<file path="config.mk">
export PLATFORM = sky130hd
export DESIGN_NAME = dpmb_host
export DESIGN_NICKNAME = d
export VERILOG_FILES = /design/src/include/dpmb_pkg.sv /design/src/hdl/dpmb_timer.sv /design/src/hdl/dpmb_host.sv
export SDC_FILE = /design/constraint.sdc
export NUM_CORES = 1
export LEC_CHECK = 0
export ABC_CLOCK_PERIOD_IN_PS = 2900
export BUFFER_PORTS_ARGS = -buffer_cell sky130_fd_sc_hd__clkbuf_2
export CORE_AREA = 2 2 103 105
export DETAILED_ROUTE_END_ITERATION = 8
export DIE_AREA = 0 0 105 107
export PLACE_DENSITY_LB_ADDON = 0.3
export SLEW_MARGIN = 10
export SYNTH_ARGS = -nofsm -noshare
export SYNTH_HDL_FRONTEND = slang
export SYNTH_HIERARCHICAL = 1
export SYNTH_SLANG_ARGS = --single-unit
</file>
<file path="constraint.sdc">
create_clock -name i_ref_clk -period 2.9 [get_ports i_ref_clk]
set_input_delay 0.58 -clock i_ref_clk [delete_from_list [all_inputs] [get_ports i_ref_clk]]
set_output_delay 0.58 -clock i_ref_clk [all_outputs]
set_load 0.005 [all_outputs]
</file>
<file path="src/include/dpmb_pkg.sv">
/*
  Shared constants and types for the host-side controller of one port of
  an asynchronous dual-port memory with mailbox flags and token latches.
  Assumes the host clock runs at CLK_PERIOD_NS and that all timing figures
  below are met by rounding each wait up to whole cycles.
*/
package dpmb_pkg;

  // ----------------------------------------------------------------
  // geometry
  // ----------------------------------------------------------------
  localparam int unsigned ADDR_W      = 13;
  localparam int unsigned DATA_W      = 8;
  localparam int unsigned LATCH_IDX_W = 3;
  localparam int unsigned LATCH_COUNT = 8;
  localparam int unsigned TIMER_W     = 8;

  localparam logic [ADDR_W-1:0] MAILBOX_ADDR_LEFT  = 13'h1FFE;
  localparam logic [ADDR_W-1:0] MAILBOX_ADDR_RIGHT = 13'h1FFF;
  localparam logic [LATCH_IDX_W-1:0] LATCH_IDX_LAST = 3'h7;

  // ----------------------------------------------------------------
  // timing, in ns and in cycles (least times, rounded up)
  // ----------------------------------------------------------------
  localparam int unsigned CLK_PERIOD_NS    = 50;
  localparam int unsigned T_ACCESS_NS      = 55;
  localparam int unsigned T_FLOW_NS        = 55;
  localparam int unsigned T_WPULSE_NS      = 55;
  localparam int unsigned T_RECOVER_NS     = 55;
  localparam int unsigned T_BUSY_SETTLE_NS = 55;

  function automatic int unsigned ns_to_cyc(input int unsigned ns);
    int unsigned c;
    c = (ns + CLK_PERIOD_NS - 1) / CLK_PERIOD_NS;
    return (c < 1) ? 1 : c;
  endfunction : ns_to_cyc

  localparam int unsigned CYC_SETTLE  = ns_to_cyc(T_BUSY_SETTLE_NS);
  localparam int unsigned CYC_RDHOLD  = ns_to_cyc(T_ACCESS_NS + T_FLOW_NS);
  localparam int unsigned CYC_WPULSE  = ns_to_cyc(T_WPULSE_NS);
  localparam int unsigned CYC_RECOVER = ns_to_cyc(T_RECOVER_NS);

  // ----------------------------------------------------------------
  // commands and states
  // ----------------------------------------------------------------
  typedef enum logic [2:0] {
    OP_MEM_RD     = 3'h0,
    OP_MEM_WR     = 3'h1,
    OP_LATCH_REQ  = 3'h2,
    OP_LATCH_REL  = 3'h3,
    OP_LATCH_RD   = 3'h4,
    OP_LATCH_INIT = 3'h5
  } dpmb_op_e;

  typedef enum logic [4:0] {
    ST_IDLE  = 5'h01,
    ST_ADDR  = 5'h02,
    ST_PULSE = 5'h04,
    ST_GAP   = 5'h08,
    ST_RESP  = 5'h10
  } dpmb_state_e;

  typedef struct packed {
    dpmb_state_e             state;
    logic [2:0]              op;
    logic                    latch;
    logic                    wr;
    logic                    readback;
    logic                    wbit;
    logic [LATCH_IDX_W-1:0]  idx;
    logic [ADDR_W-1:0]       addr;
    logic [DATA_W-1:0]       wdata;
    logic [DATA_W-1:0]       rdata;
    logic                    ce_n;
    logic                    rw_n;
    logic                    oe_n;
    logic                    token_latch_select_n;
    logic [DATA_W-1:0]       dout;
    logic                    doe;
    logic                    busy_n;
    logic                    mail_n;
    logic                    ready;
    logic                    rsp_valid;
    logic                    granted;
  } dpmb_host_s;

  localparam dpmb_host_s HOST_RESET = '{
    state:                ST_IDLE,
    op:                   3'h0,
    latch:                1'b0,
    wr:                   1'b0,
    readback:             1'b0,
    wbit:                 1'b1,
    idx:                  3'h0,
    addr:                 13'h0000,
    wdata:                8'h00,
    rdata:                8'h00,
    ce_n:                 1'b1,
    rw_n:                 1'b1,
    oe_n:                 1'b1,
    token_latch_select_n: 1'b1,
    dout:                 8'h00,
    doe:                  1'b0,
    busy_n:               1'b1,
    mail_n:               1'b1,
    ready:                1'b0,
    rsp_valid:            1'b0,
    granted:              1'b0
  };

endpackage : dpmb_pkg

</file>
<file path="src/hdl/dpmb_timer.sv">
/*
  Down-counter that times one phase of a port access.
  Assumes the caller pulses i_start only when it enters a phase and waits
  for o_done afterwards.
*/
`timescale 1ns/1ps
module dpmb_timer
  import dpmb_pkg::*;
#(
  parameter int unsigned W = TIMER_W
)(
  input  wire logic         i_ref_clk,
  input  wire logic         i_resetn,
  input  wire logic         i_clk_en,
  input  wire logic         i_start,
  input  wire logic [W-1:0] i_cycles,
  output logic              o_done
);

  typedef struct packed {
    logic [W-1:0] cnt;
  } dpmb_timer_s;

  dpmb_timer_s q;
  dpmb_timer_s d;

  always_comb
  begin
    d = q;
    if (i_start)
    begin
      d.cnt = i_cycles;
    end
    else if (q.cnt != '0)
    begin
      d.cnt = q.cnt - 1'b1;
    end
  end

  always_ff @(posedge i_ref_clk or negedge i_resetn)
  begin
    if (!i_resetn)
    begin
      q <= '0;
    end
    else if (i_clk_en)
    begin
      q <= d;
    end
  end

  assign o_done = (q.cnt == '0);

endmodule : dpmb_timer

</file>
<file path="src/hdl/dpmb_host.sv">
/*
  Host-side controller for one port of an asynchronous dual-port memory
  with mailbox flags and token latches. Takes one command at a time at a
  valid/ready port and plays it out on the port pins with timed phases.
  Assumes the device pins are sampled synchronously to i_ref_clk and the
  testbench resolves the data bus from o_data_oe and the device's drive.

// Functional notes
// - Reader waits the flowthrough delay before sampling written data.
// - Master busy feeds slave busy; writes wait until busy settles.
// - Requester reads back: 0 owns, 1 means keep polling.
// - After a latch write, deselect for recovery before reading back.
// - Software writes 1 to every latch at initialisation.
*/
`timescale 1ns/1ps
module dpmb_host
  import dpmb_pkg::*;
(
  input  wire logic                   i_ref_clk,
  input  wire logic                   i_resetn,
  input  wire logic                   i_clk_en,
  // user command port
  input  wire logic                   i_cmd_valid,
  input  wire logic [2:0]             i_cmd_op,
  input  wire logic [ADDR_W-1:0]      i_cmd_addr,
  input  wire logic [DATA_W-1:0]      i_cmd_wdata,
  output logic                        o_cmd_ready,
  output logic                        o_rsp_valid,
  output logic [DATA_W-1:0]           o_rsp_rdata,
  output logic                        o_rsp_granted,
  output logic                        o_mailbox_flag_n,
  // device port pins
  output logic [ADDR_W-1:0]           o_addr,
  output logic                        o_ce_n,
  output logic                        o_rw_n,
  output logic                        o_oe_n,
  output logic                        o_token_latch_select_n,
  input  wire logic [DATA_W-1:0]      i_data,
  output logic [DATA_W-1:0]           o_data,
  output logic                        o_data_oe,
  input  wire logic                   i_contention_flag_n,
  input  wire logic                   i_mailbox_flag_n
);

  dpmb_host_s           q;
  dpmb_host_s           d;
  logic                 t_start;
  logic [TIMER_W-1:0]   t_cycles;
  logic                 t_done;

  // ----------------------------------------------------------------
  // phase timer
  // ----------------------------------------------------------------
  dpmb_timer #(
    .W (TIMER_W)
  ) u_timer (
    .i_ref_clk (i_ref_clk),
    .i_resetn  (i_resetn),
    .i_clk_en  (i_clk_en),
    .i_start   (t_start),
    .i_cycles  (t_cycles),
    .o_done    (t_done)
  );

  // ----------------------------------------------------------------
  // sequencer
  // ----------------------------------------------------------------
  always_comb
  begin
    d         = q;
    t_start   = 1'b0;
    t_cycles  = '0;
    d.rsp_valid = 1'b0;
    d.busy_n  = i_contention_flag_n;
    d.mail_n  = i_mailbox_flag_n;

    case (q.state)
      ST_IDLE:
      begin
        d.ready = 1'b1;
        if (i_cmd_valid && q.ready)
        begin
          d.ready    = 1'b0;
          d.op       = i_cmd_op;
          d.addr     = i_cmd_addr;
          d.wdata    = i_cmd_wdata;
          d.idx      = i_cmd_addr[LATCH_IDX_W-1:0];
          d.readback = 1'b0;
          d.wbit     = 1'b1;
          d.granted  = 1'b0;
          d.state    = ST_ADDR;
          case (i_cmd_op)
            OP_MEM_RD:
            begin
              d.latch = 1'b0;
              d.wr    = 1'b0;
            end
            OP_MEM_WR:
            begin
              d.latch = 1'b0;
              d.wr    = 1'b1;
            end
            OP_LATCH_REQ:
            begin
              d.latch    = 1'b1;
              d.wr       = 1'b1;
              d.wbit     = 1'b0;
              d.readback = 1'b1;
            end
            OP_LATCH_REL:
            begin
              d.latch = 1'b1;
              d.wr    = 1'b1;
            end
            OP_LATCH_RD:
            begin
              d.latch = 1'b1;
              d.wr    = 1'b0;
            end
            OP_LATCH_INIT:
            begin
              d.latch = 1'b1;
              d.wr    = 1'b1;
              d.idx   = '0;
            end
            default:
            begin
              // unknown codes are answered at once with zero data
              d.latch = 1'b0;
              d.rdata = '0;
              d.state = ST_RESP;
            end
          endcase
        end
      end

      ST_ADDR:
      begin
        // write data may only be driven while oe keeps the device quiet
        if (t_done && (q.latch || !q.wr || q.busy_n))
        begin
          t_start = 1'b1;
          d.state = ST_PULSE;
          if (q.wr)
          begin
            d.rw_n   = 1'b0;
            t_cycles = CYC_WPULSE[TIMER_W-1:0];
          end
          else
          begin
            d.oe_n   = 1'b0;
            t_cycles = CYC_RDHOLD[TIMER_W-1:0];
          end
        end
      end

      ST_PULSE:
      begin
        if (t_done)
        begin
          if (!q.wr)
          begin
            d.rdata = i_data;
          end
          // both selects high floats the port and powers it down
          d.rw_n                 = 1'b1;
          d.oe_n                 = 1'b1;
          d.ce_n                 = 1'b1;
          d.token_latch_select_n = 1'b1;
          t_start  = 1'b1;
          t_cycles = CYC_RECOVER[TIMER_W-1:0];
          d.state  = ST_GAP;
        end
      end

      ST_GAP:
      begin
        // data is held through the gap to cover hold time after rw rises
        if (t_done)
        begin
          d.doe = 1'b0;
          if (q.readback)
          begin
            d.readback = 1'b0;
            d.wr       = 1'b0;
            d.state    = ST_ADDR;
          end
          else if ((q.op == OP_LATCH_INIT) && (q.idx != LATCH_IDX_LAST))
          begin
            d.idx   = q.idx + 1'b1;
            d.state = ST_ADDR;
          end
          else
          begin
            d.state = ST_RESP;
          end
        end
      end

      ST_RESP:
      begin
        d.rsp_valid = 1'b1;
        d.granted   = q.latch && !q.rdata[0];
        d.ready     = 1'b1;
        d.state     = ST_IDLE;
      end

      default:
      begin
        d = HOST_RESET;
      end
    endcase

    // pin setup on every entry into the address phase
    if ((d.state == ST_ADDR) && (q.state != ST_ADDR))
    begin
      t_start  = 1'b1;
      t_cycles = CYC_SETTLE[TIMER_W-1:0];
      d.rw_n   = 1'b1;
      d.oe_n   = 1'b1;
      if (d.latch)
      begin
        // chip select stays high while latches are selected
        d.ce_n                 = 1'b1;
        d.token_latch_select_n = 1'b0;
        d.addr = {{(ADDR_W-LATCH_IDX_W){1'b0}}, d.idx};
        d.dout = {{(DATA_W-1){1'b0}}, d.wbit};
      end
      else
      begin
        d.ce_n                 = 1'b0;
        d.token_latch_select_n = 1'b1;
        d.dout                 = d.wdata;
      end
      d.doe = d.wr;
    end
  end

  always_ff @(posedge i_ref_clk or negedge i_resetn)
  begin
    if (!i_resetn)
    begin
      q <= HOST_RESET;
    end
    else if (i_clk_en)
    begin
      q <= d;
    end
  end

  // ----------------------------------------------------------------
  // outputs, all straight from the state register
  // ----------------------------------------------------------------
  assign o_cmd_ready            = q.ready;
  assign o_rsp_valid            = q.rsp_valid;
  assign o_rsp_rdata            = q.rdata;
  assign o_rsp_granted          = q.granted;
  assign o_mailbox_flag_n       = q.mail_n;
  assign o_addr                 = q.addr;
  assign o_ce_n                 = q.ce_n;
  assign o_rw_n                 = q.rw_n;
  assign o_oe_n                 = q.oe_n;
  assign o_token_latch_select_n = q.token_latch_select_n;
  assign o_data                 = q.dout;
  assign o_data_oe              = q.doe;

endmodule : dpmb_host

</file>
---- Word level (Yosys, flattened, before mapping) ----
Cells that the tools add are included.
operators by class
  bitwise operators ....................... 4
  $add $sub $neg .......................... 2
  equality and inequality tests ........... 28
  muxes and demuxes ....................... 57
  reduce and logical (&&, ||, !) cells .... 36
operator list
  kind                number
  $mux 8              7
  $mux 44             1
  $pmux 21 s2         1
  $mux 13             3
  $mux 5              6
  $pmux 8 s3          1
  $pmux 5 s4          1
  $reduce_or 4->1     5
  $ne 3x3->1 const B  6
  $pmux 8 s2          1
  $mux 1              12
  $mux 12             1
  $mux 2              6
  $mux 3              4
  $pmux 1 s2          6
  $pmux 2 s3          2
  $reduce_and 3->1    4
  $reduce_or 3->1     4
  $eq 5x2->1 const B  2
  $ne 2x2->1 const B  5
  $reduce_and 5->1    2
  $eq 3x3->1 const B  3
  $mux 9              1
  $pmux 3 s3          1
  other kinds (26)    42
storage, ports and cells
  input port bits ......................... 38
  bits in registers ....................... 70
  word-level logic and storage cells ...... 149

---- Depth between registers and ports, before layout ----
  depth in word-level cells ............... 11
  mapped depth ............................ 13
  gate-level depth less buffers ........... 11

---- Modules after synthesis ----
Netlist, hierarchy kept.
modules (own cells, without submodules)
  module      cells an instance  area each (um^2)  instances  sequential area each (um^2)
  dpmb_host   340                3399.5            1          1561.5
  dpmb_timer  62                 536.8             1          200.2

---- Least setup slack after synthesis ----
Ideal clock, no wire load.
  path type ............................... register -> register
  start ................................... reg u_timer/q[0] in the netlist's numbering
  end ..................................... reg u_timer/q[4] in the netlist's numbering
  library setup time ...................... 0.124 ns
  cell stages (with the launch flop) ...... 13
  required time ........................... 2.776 ns
  period minus slack after synthesis ...... 2.946 ns
  path slack .............................. -0.046 ns
  data arrival time ....................... 2.822 ns
  path through ............................ dfrtp_1 -> inv_1 -> ha_1 -> or3b_2 -> nor2_1 -> buf_2 -> o2111ai_2 -> o31ai_4 -> nand2b_1 -> clkbuf_1 -> clkbuf_1 -> a21oi_1 -> a211o_2
between the ends
  longest elaborated chain between the ends .. 9
  elaborated cells between the ends (all ways) .. 19
  classes of those cells .................. add/sub: 1; eq/ne: 1; mux: 11; reduce/logical: 6
ends and longest elaborated chain
  element                      RTL line          source
  start: declaration           dpmb_timer.sv:24  dpmb_timer_s q;
  start signal: assignment     dpmb_timer.sv:44  q <= '0;
  start signal: assignment     dpmb_timer.sv:48  q <= d;
  $logic_not 8->1 (*)          dpmb_timer.sv:52  assign o_done = (q.cnt == '0);
  via t_done                   dpmb_host.sv:49   logic t_done;
  $logic_and 1x1->1            dpmb_host.sv:140  if (t_done && (q.latch || !q.wr || q.busy_n))
  $mux 5                       dpmb_host.sv:140
  $pmux 5 s4                   dpmb_host.sv:77   case (q.state)
  $eq 5x2->1                   dpmb_host.sv:215  if ((d.state == ST_ADDR) && (q.state != ST_ADDR))
  $logic_and 1x1->1            dpmb_host.sv:215
  $mux 1                       dpmb_host.sv:215
  $reduce_bool 2->1 (no line)  --
  $reduce_and 2->1 (no line)   --
The timed path passes the listed nets; every way through them passes the cells marked *. The select of a mux whose other input is x is not followed.
A chain may end at the register's enable or synchronous reset.

---- Worst setup path in the final report ----
  start ................................... reg q[47] in the netlist's numbering
  end ..................................... reg q (netlist bit o_addr[2])
between the ends
  longest elaborated chain between the ends .. 9
  elaborated cells between the ends (all ways) .. 15
  classes of those cells .................. add/sub: 1; eq/ne: 2; mux: 10; reduce/logical: 2
ends and longest elaborated chain
  element                   RTL line          source
  start: declaration        dpmb_host.sv:45   dpmb_host_s q;
  start signal: assignment  dpmb_host.sv:243  q <= HOST_RESET;
  start signal: assignment  dpmb_host.sv:247  q <= d;
  $ne 3x3->1                dpmb_host.sv:188  else if ((q.op == OP_LATCH_INIT) && (q.idx != LATCH_IDX_LAST))
  $logic_and 1x1->1         dpmb_host.sv:188
  $mux 5                    dpmb_host.sv:188
  $mux 5                    dpmb_host.sv:182  if (q.readback)
  $mux 5                    dpmb_host.sv:179  if (t_done)
  $pmux 5 s4                dpmb_host.sv:77
  $eq 5x2->1                dpmb_host.sv:215
  $logic_and 1x1->1         dpmb_host.sv:215
  $mux 13 (*)               dpmb_host.sv:215
Every way passes the cells marked *; elsewhere a longest branch is shown, timed or not.

==> summary.md <==
| Metric | Value |
|---|---|
| Worst setup EP type | `flip-flop` |
| Post-route setup TNS | `0 ns` |
| Via density | `5.28` |
| Vias in the first global route | `3,128` |
| Top post-synthesis cells by count | `dfrtp_1, nand2_1, o21ai_0` |
| # setup viols final | `0` |
| # Max-Cap Violations | `0` |
| Largest net degree at the start of global routing | `37` |
| Vias | `3,187` |
| Congestion Overflow GR | `0` |
| Relative slew slack | `0.641` |
| Depth of the worst register-to-register path | `9` |
| Synthesis-stage register bit count | `70` |
| Clk pwr share | `0.261` |
| Dpl hpwl | `7110 um` |
| CTS tree | `yes` |
| DRC | `0` |
| FFs w/ async S/R, synth | `1.00` |
| Max Slew Vio Count | `0` |
| Die height | `107 um` |
| DRC marker count from the first detailed-route iteration | `245` |
| Root Driver | `clkbuf_8` |
| Crit path from | `q[47]$_DFFE_PN0P_` |
| RR Endpoint | `o_addr[2]$_DFFE_PN0P_` |
| Setup Fix Bufs, Post-CTS | `0` |
| Core Region | `10,100 um^2` |
| Switching Power | `0.00131 W` |
| Mean Syn Cell Area | `9.79 um^2` |
| Clk sinks | `70` |
| Worst clock skew | `0.0110 ns` |
| Ranking of synthesized cells by area | `dfrtp_1, buf_4, a22o_1, dfstp_2, o21ai_0` |
| Mapped Cells | `402` |
| Final Critical Period | `2.76 ns` |
| Effective utilization at floorplan | `0.390` |
| Comb pwr share | `0.354` |
| Post-Place Setup Slack | `0.0531 ns` |
| P&R area growth vs syn | `16.9%` |
| Row count | `37` |
| Pint | `0.00229 W` |
| WS Path Type | `reg2reg` |
| Fraction of layout cells with a size suffix above 1 | `0.301` |
| Outcome | `complete, no violations` |
| Final Hold Viols | `0` |
| Initial antenna violation count | `0` |
| CTS Hold Buffers Added | `0` |
| Crit path DAT | `3.01 ns` |
| Drt total wl | `9710 um` |
| Tcrit/Tclk final | `0.951` |
| DR WL/cell | `16.1 um` |
| FF-to-FF Start | `q[47]$_DFFE_PN0P_` |
| Hold Path Class | `in2async` |
| Mapped cell area | `3940 um^2` |
| CTS H-tree lvls | `3` |
| CTS Buffer Depth | `2` |
| Num ports | `76` |
| Fillers | `1,014` |
| CP Max Fanout | `4` |
| Post-synth EDFFs | `0` |
| Synth area leader | `dfrtp_1` |
| Ant diodes | `0` |
| Sequential-to-total area share from yosys stat | `0.448` |
| RSZ-0062 raised after global routing | `no` |
| Final antenna-violating net count | `0` |
| Die X | `105 um` |
| Post-synth top area share | `0.394` |
| Crit path launch type | `flip-flop` |
| Iteration count of the initial detailed-routing pass | `7` |
| Total CTS buffers | `9` |
| Routability congestion estimate | `0.928` |
| Die area | `11,200 um^2` |
| Gr usage total | `0.178` |
| Final Power | `0.00360 W` |
| Count of cell types in the netlist | `73` |
| Reg power frac | `0.385` |
| First-pass GRT wire length | `15,800 um` |
| Peak VDD IR | `0.261 mV` |
| Least-Margin Pin Slew | `0.533 ns` |
| Warnings from Yosys | `6` |
| Top_reg_cell synth | `dfrtp_1` |
| Top-count cell post-synth | `dfrtp_1` |
| Critical path required time | `3.15 ns` |
| Final #Nets | `504` |
| Max Freq | `363 MHz` |
| P_leak | `2.12 nW` |
| I/O Buffers | `75` |
| P per Cell Area | `782 nW/um^2` |
| Worst skew pair latency | `0.36 ns` |
| Setup ws final | `0.143 ns` |
| Hold_ws | `0.151 ns` |
| Flop-to-flop setup slack | `0.14 ns` |
| Clock transition at the registers of the reported paths | `0.07 ns` |
| Switch share | `0.364` |
==> stage by stage <==
stage	util	area, um^2	cells
6_report	0.456	4600	604
2_1_floorplan	-	3960	407
5_1_grt	0.456	4600	604
3_3_place_gp	0.431	4350	588
3_5_place_dp	0.431	4350	588
4_1_cts	0.455	4590	604
==> critical path, stage by stage (launching register included) <==
cell,delay (ns)
dfrtp_1,0.43
ha_1,0.23
ha_1,0.20
nor4bb_1,0.28
buf_4,0.18
and3b_1,0.20
mux2_2,0.34
a222oi_1,0.40
nand3_1,0.12
a32o_1,0.26
==> sequential cells by signal (all words and copies together) (netlist names) <==
register,cells
o_rsp_rdata,8
o_mailbox_flag_n,1
o_data_oe,1
o_rsp_granted,1
o_rw_n,1
o_addr,13
o_token_latch_select_n,1
o_data,8
q,24
o_ce_n,1
u_timer/q,8
o_rsp_valid,1
o_oe_n,1
o_cmd_ready,1
==> placed cells by master, fill, tap and decap left out, types with 7 or more instances in the layout <==
cell type,Yosys,layout
a21oi_1,17,17
a22o_1,25,25
a32o_1,8,8
buf_4,31,17
clkbuf_2,0,74
clkbuf_8,0,12
dfrtp_1,62,62
dfstp_2,8,8
inv_1,10,10
nand2_1,48,48
nand3_1,7,7
nor2_1,22,21
o21ai_0,40,40
==> power by group through the flow <==
stage | Clock, W | Sequential, W | Combinational (W)
finish | 0.000938 | 0.00139 | 0.00127
global route | 0.00101 | 0.00142 | 0.00141
CTS | 0.000960 | 0.00139 | 0.00127
detailed placement | 0 | 0.00140 | 0.00127
global placement | 0 | 0.00140 | 0.00125
floorplan | 0 | 0.00134 | 0.000926
==> cell families (layout without fill, tap and decap cells) <==
logic type	count (synthesis)	after routing	share of synthesized area
AOI/OAI and AO/OA	139	139	0.263
and+or+nand+nor	122	122	0.168
DFF	70	70	0.448
buffers and inverters	59	120	0.0900
muxes	5	5	0.0140
adders and majority gates	3	3	0.00954
xor gates and xnor gates	3	3	0.00668
other	1	6	0.000953
==> area by class of cell <==
type	instances	area [um^2]	share of cell area
Inverter	10	37.5	0.00815
Timing Repair Buffer	94	543	0.118
Multi-Input combinational cell	278	1850	0.402
Clock buffer	12	165	0.0359
Tap cell	136	170	0.0370
Clock inverter	4	76.3	0.0166
Sequential cell	70	1760	0.383
==> how the worst max path moves through the flow <==
stage / endpoint / depth (start not counted)
final: o_addr[2]$_DFFE_PN0P_ / 9
after detailed placement: o_addr[2]$_DFFE_PN0P_ / 9
after floorplan: u_timer/q[4]$_DFFE_PN0P_ / 12
after CTS: o_addr[2]$_DFFE_PN0P_ / 9
after global routing: o_addr[2]$_DFFE_PN0P_ / 9
after global placement: o_addr[2]$_DFFE_PN0P_ / 9
==> repair_timing <==
action,CTS,global route
hold endpoints to repair,0,0
setup endpoints to repair,0,14
resized for setup,0,3
==> routing by layer <==
layer,GRT usage,vias to the layer above,share of wire
met1,0.230,1545,0.45
met3,0.0377,13,0.039
met5,0,-,0
met4,0.0629,0,0.015
met2,0.296,61,0.49
li1,-,1568,-
No activity file was read; power rests on OpenSTA's default activity.
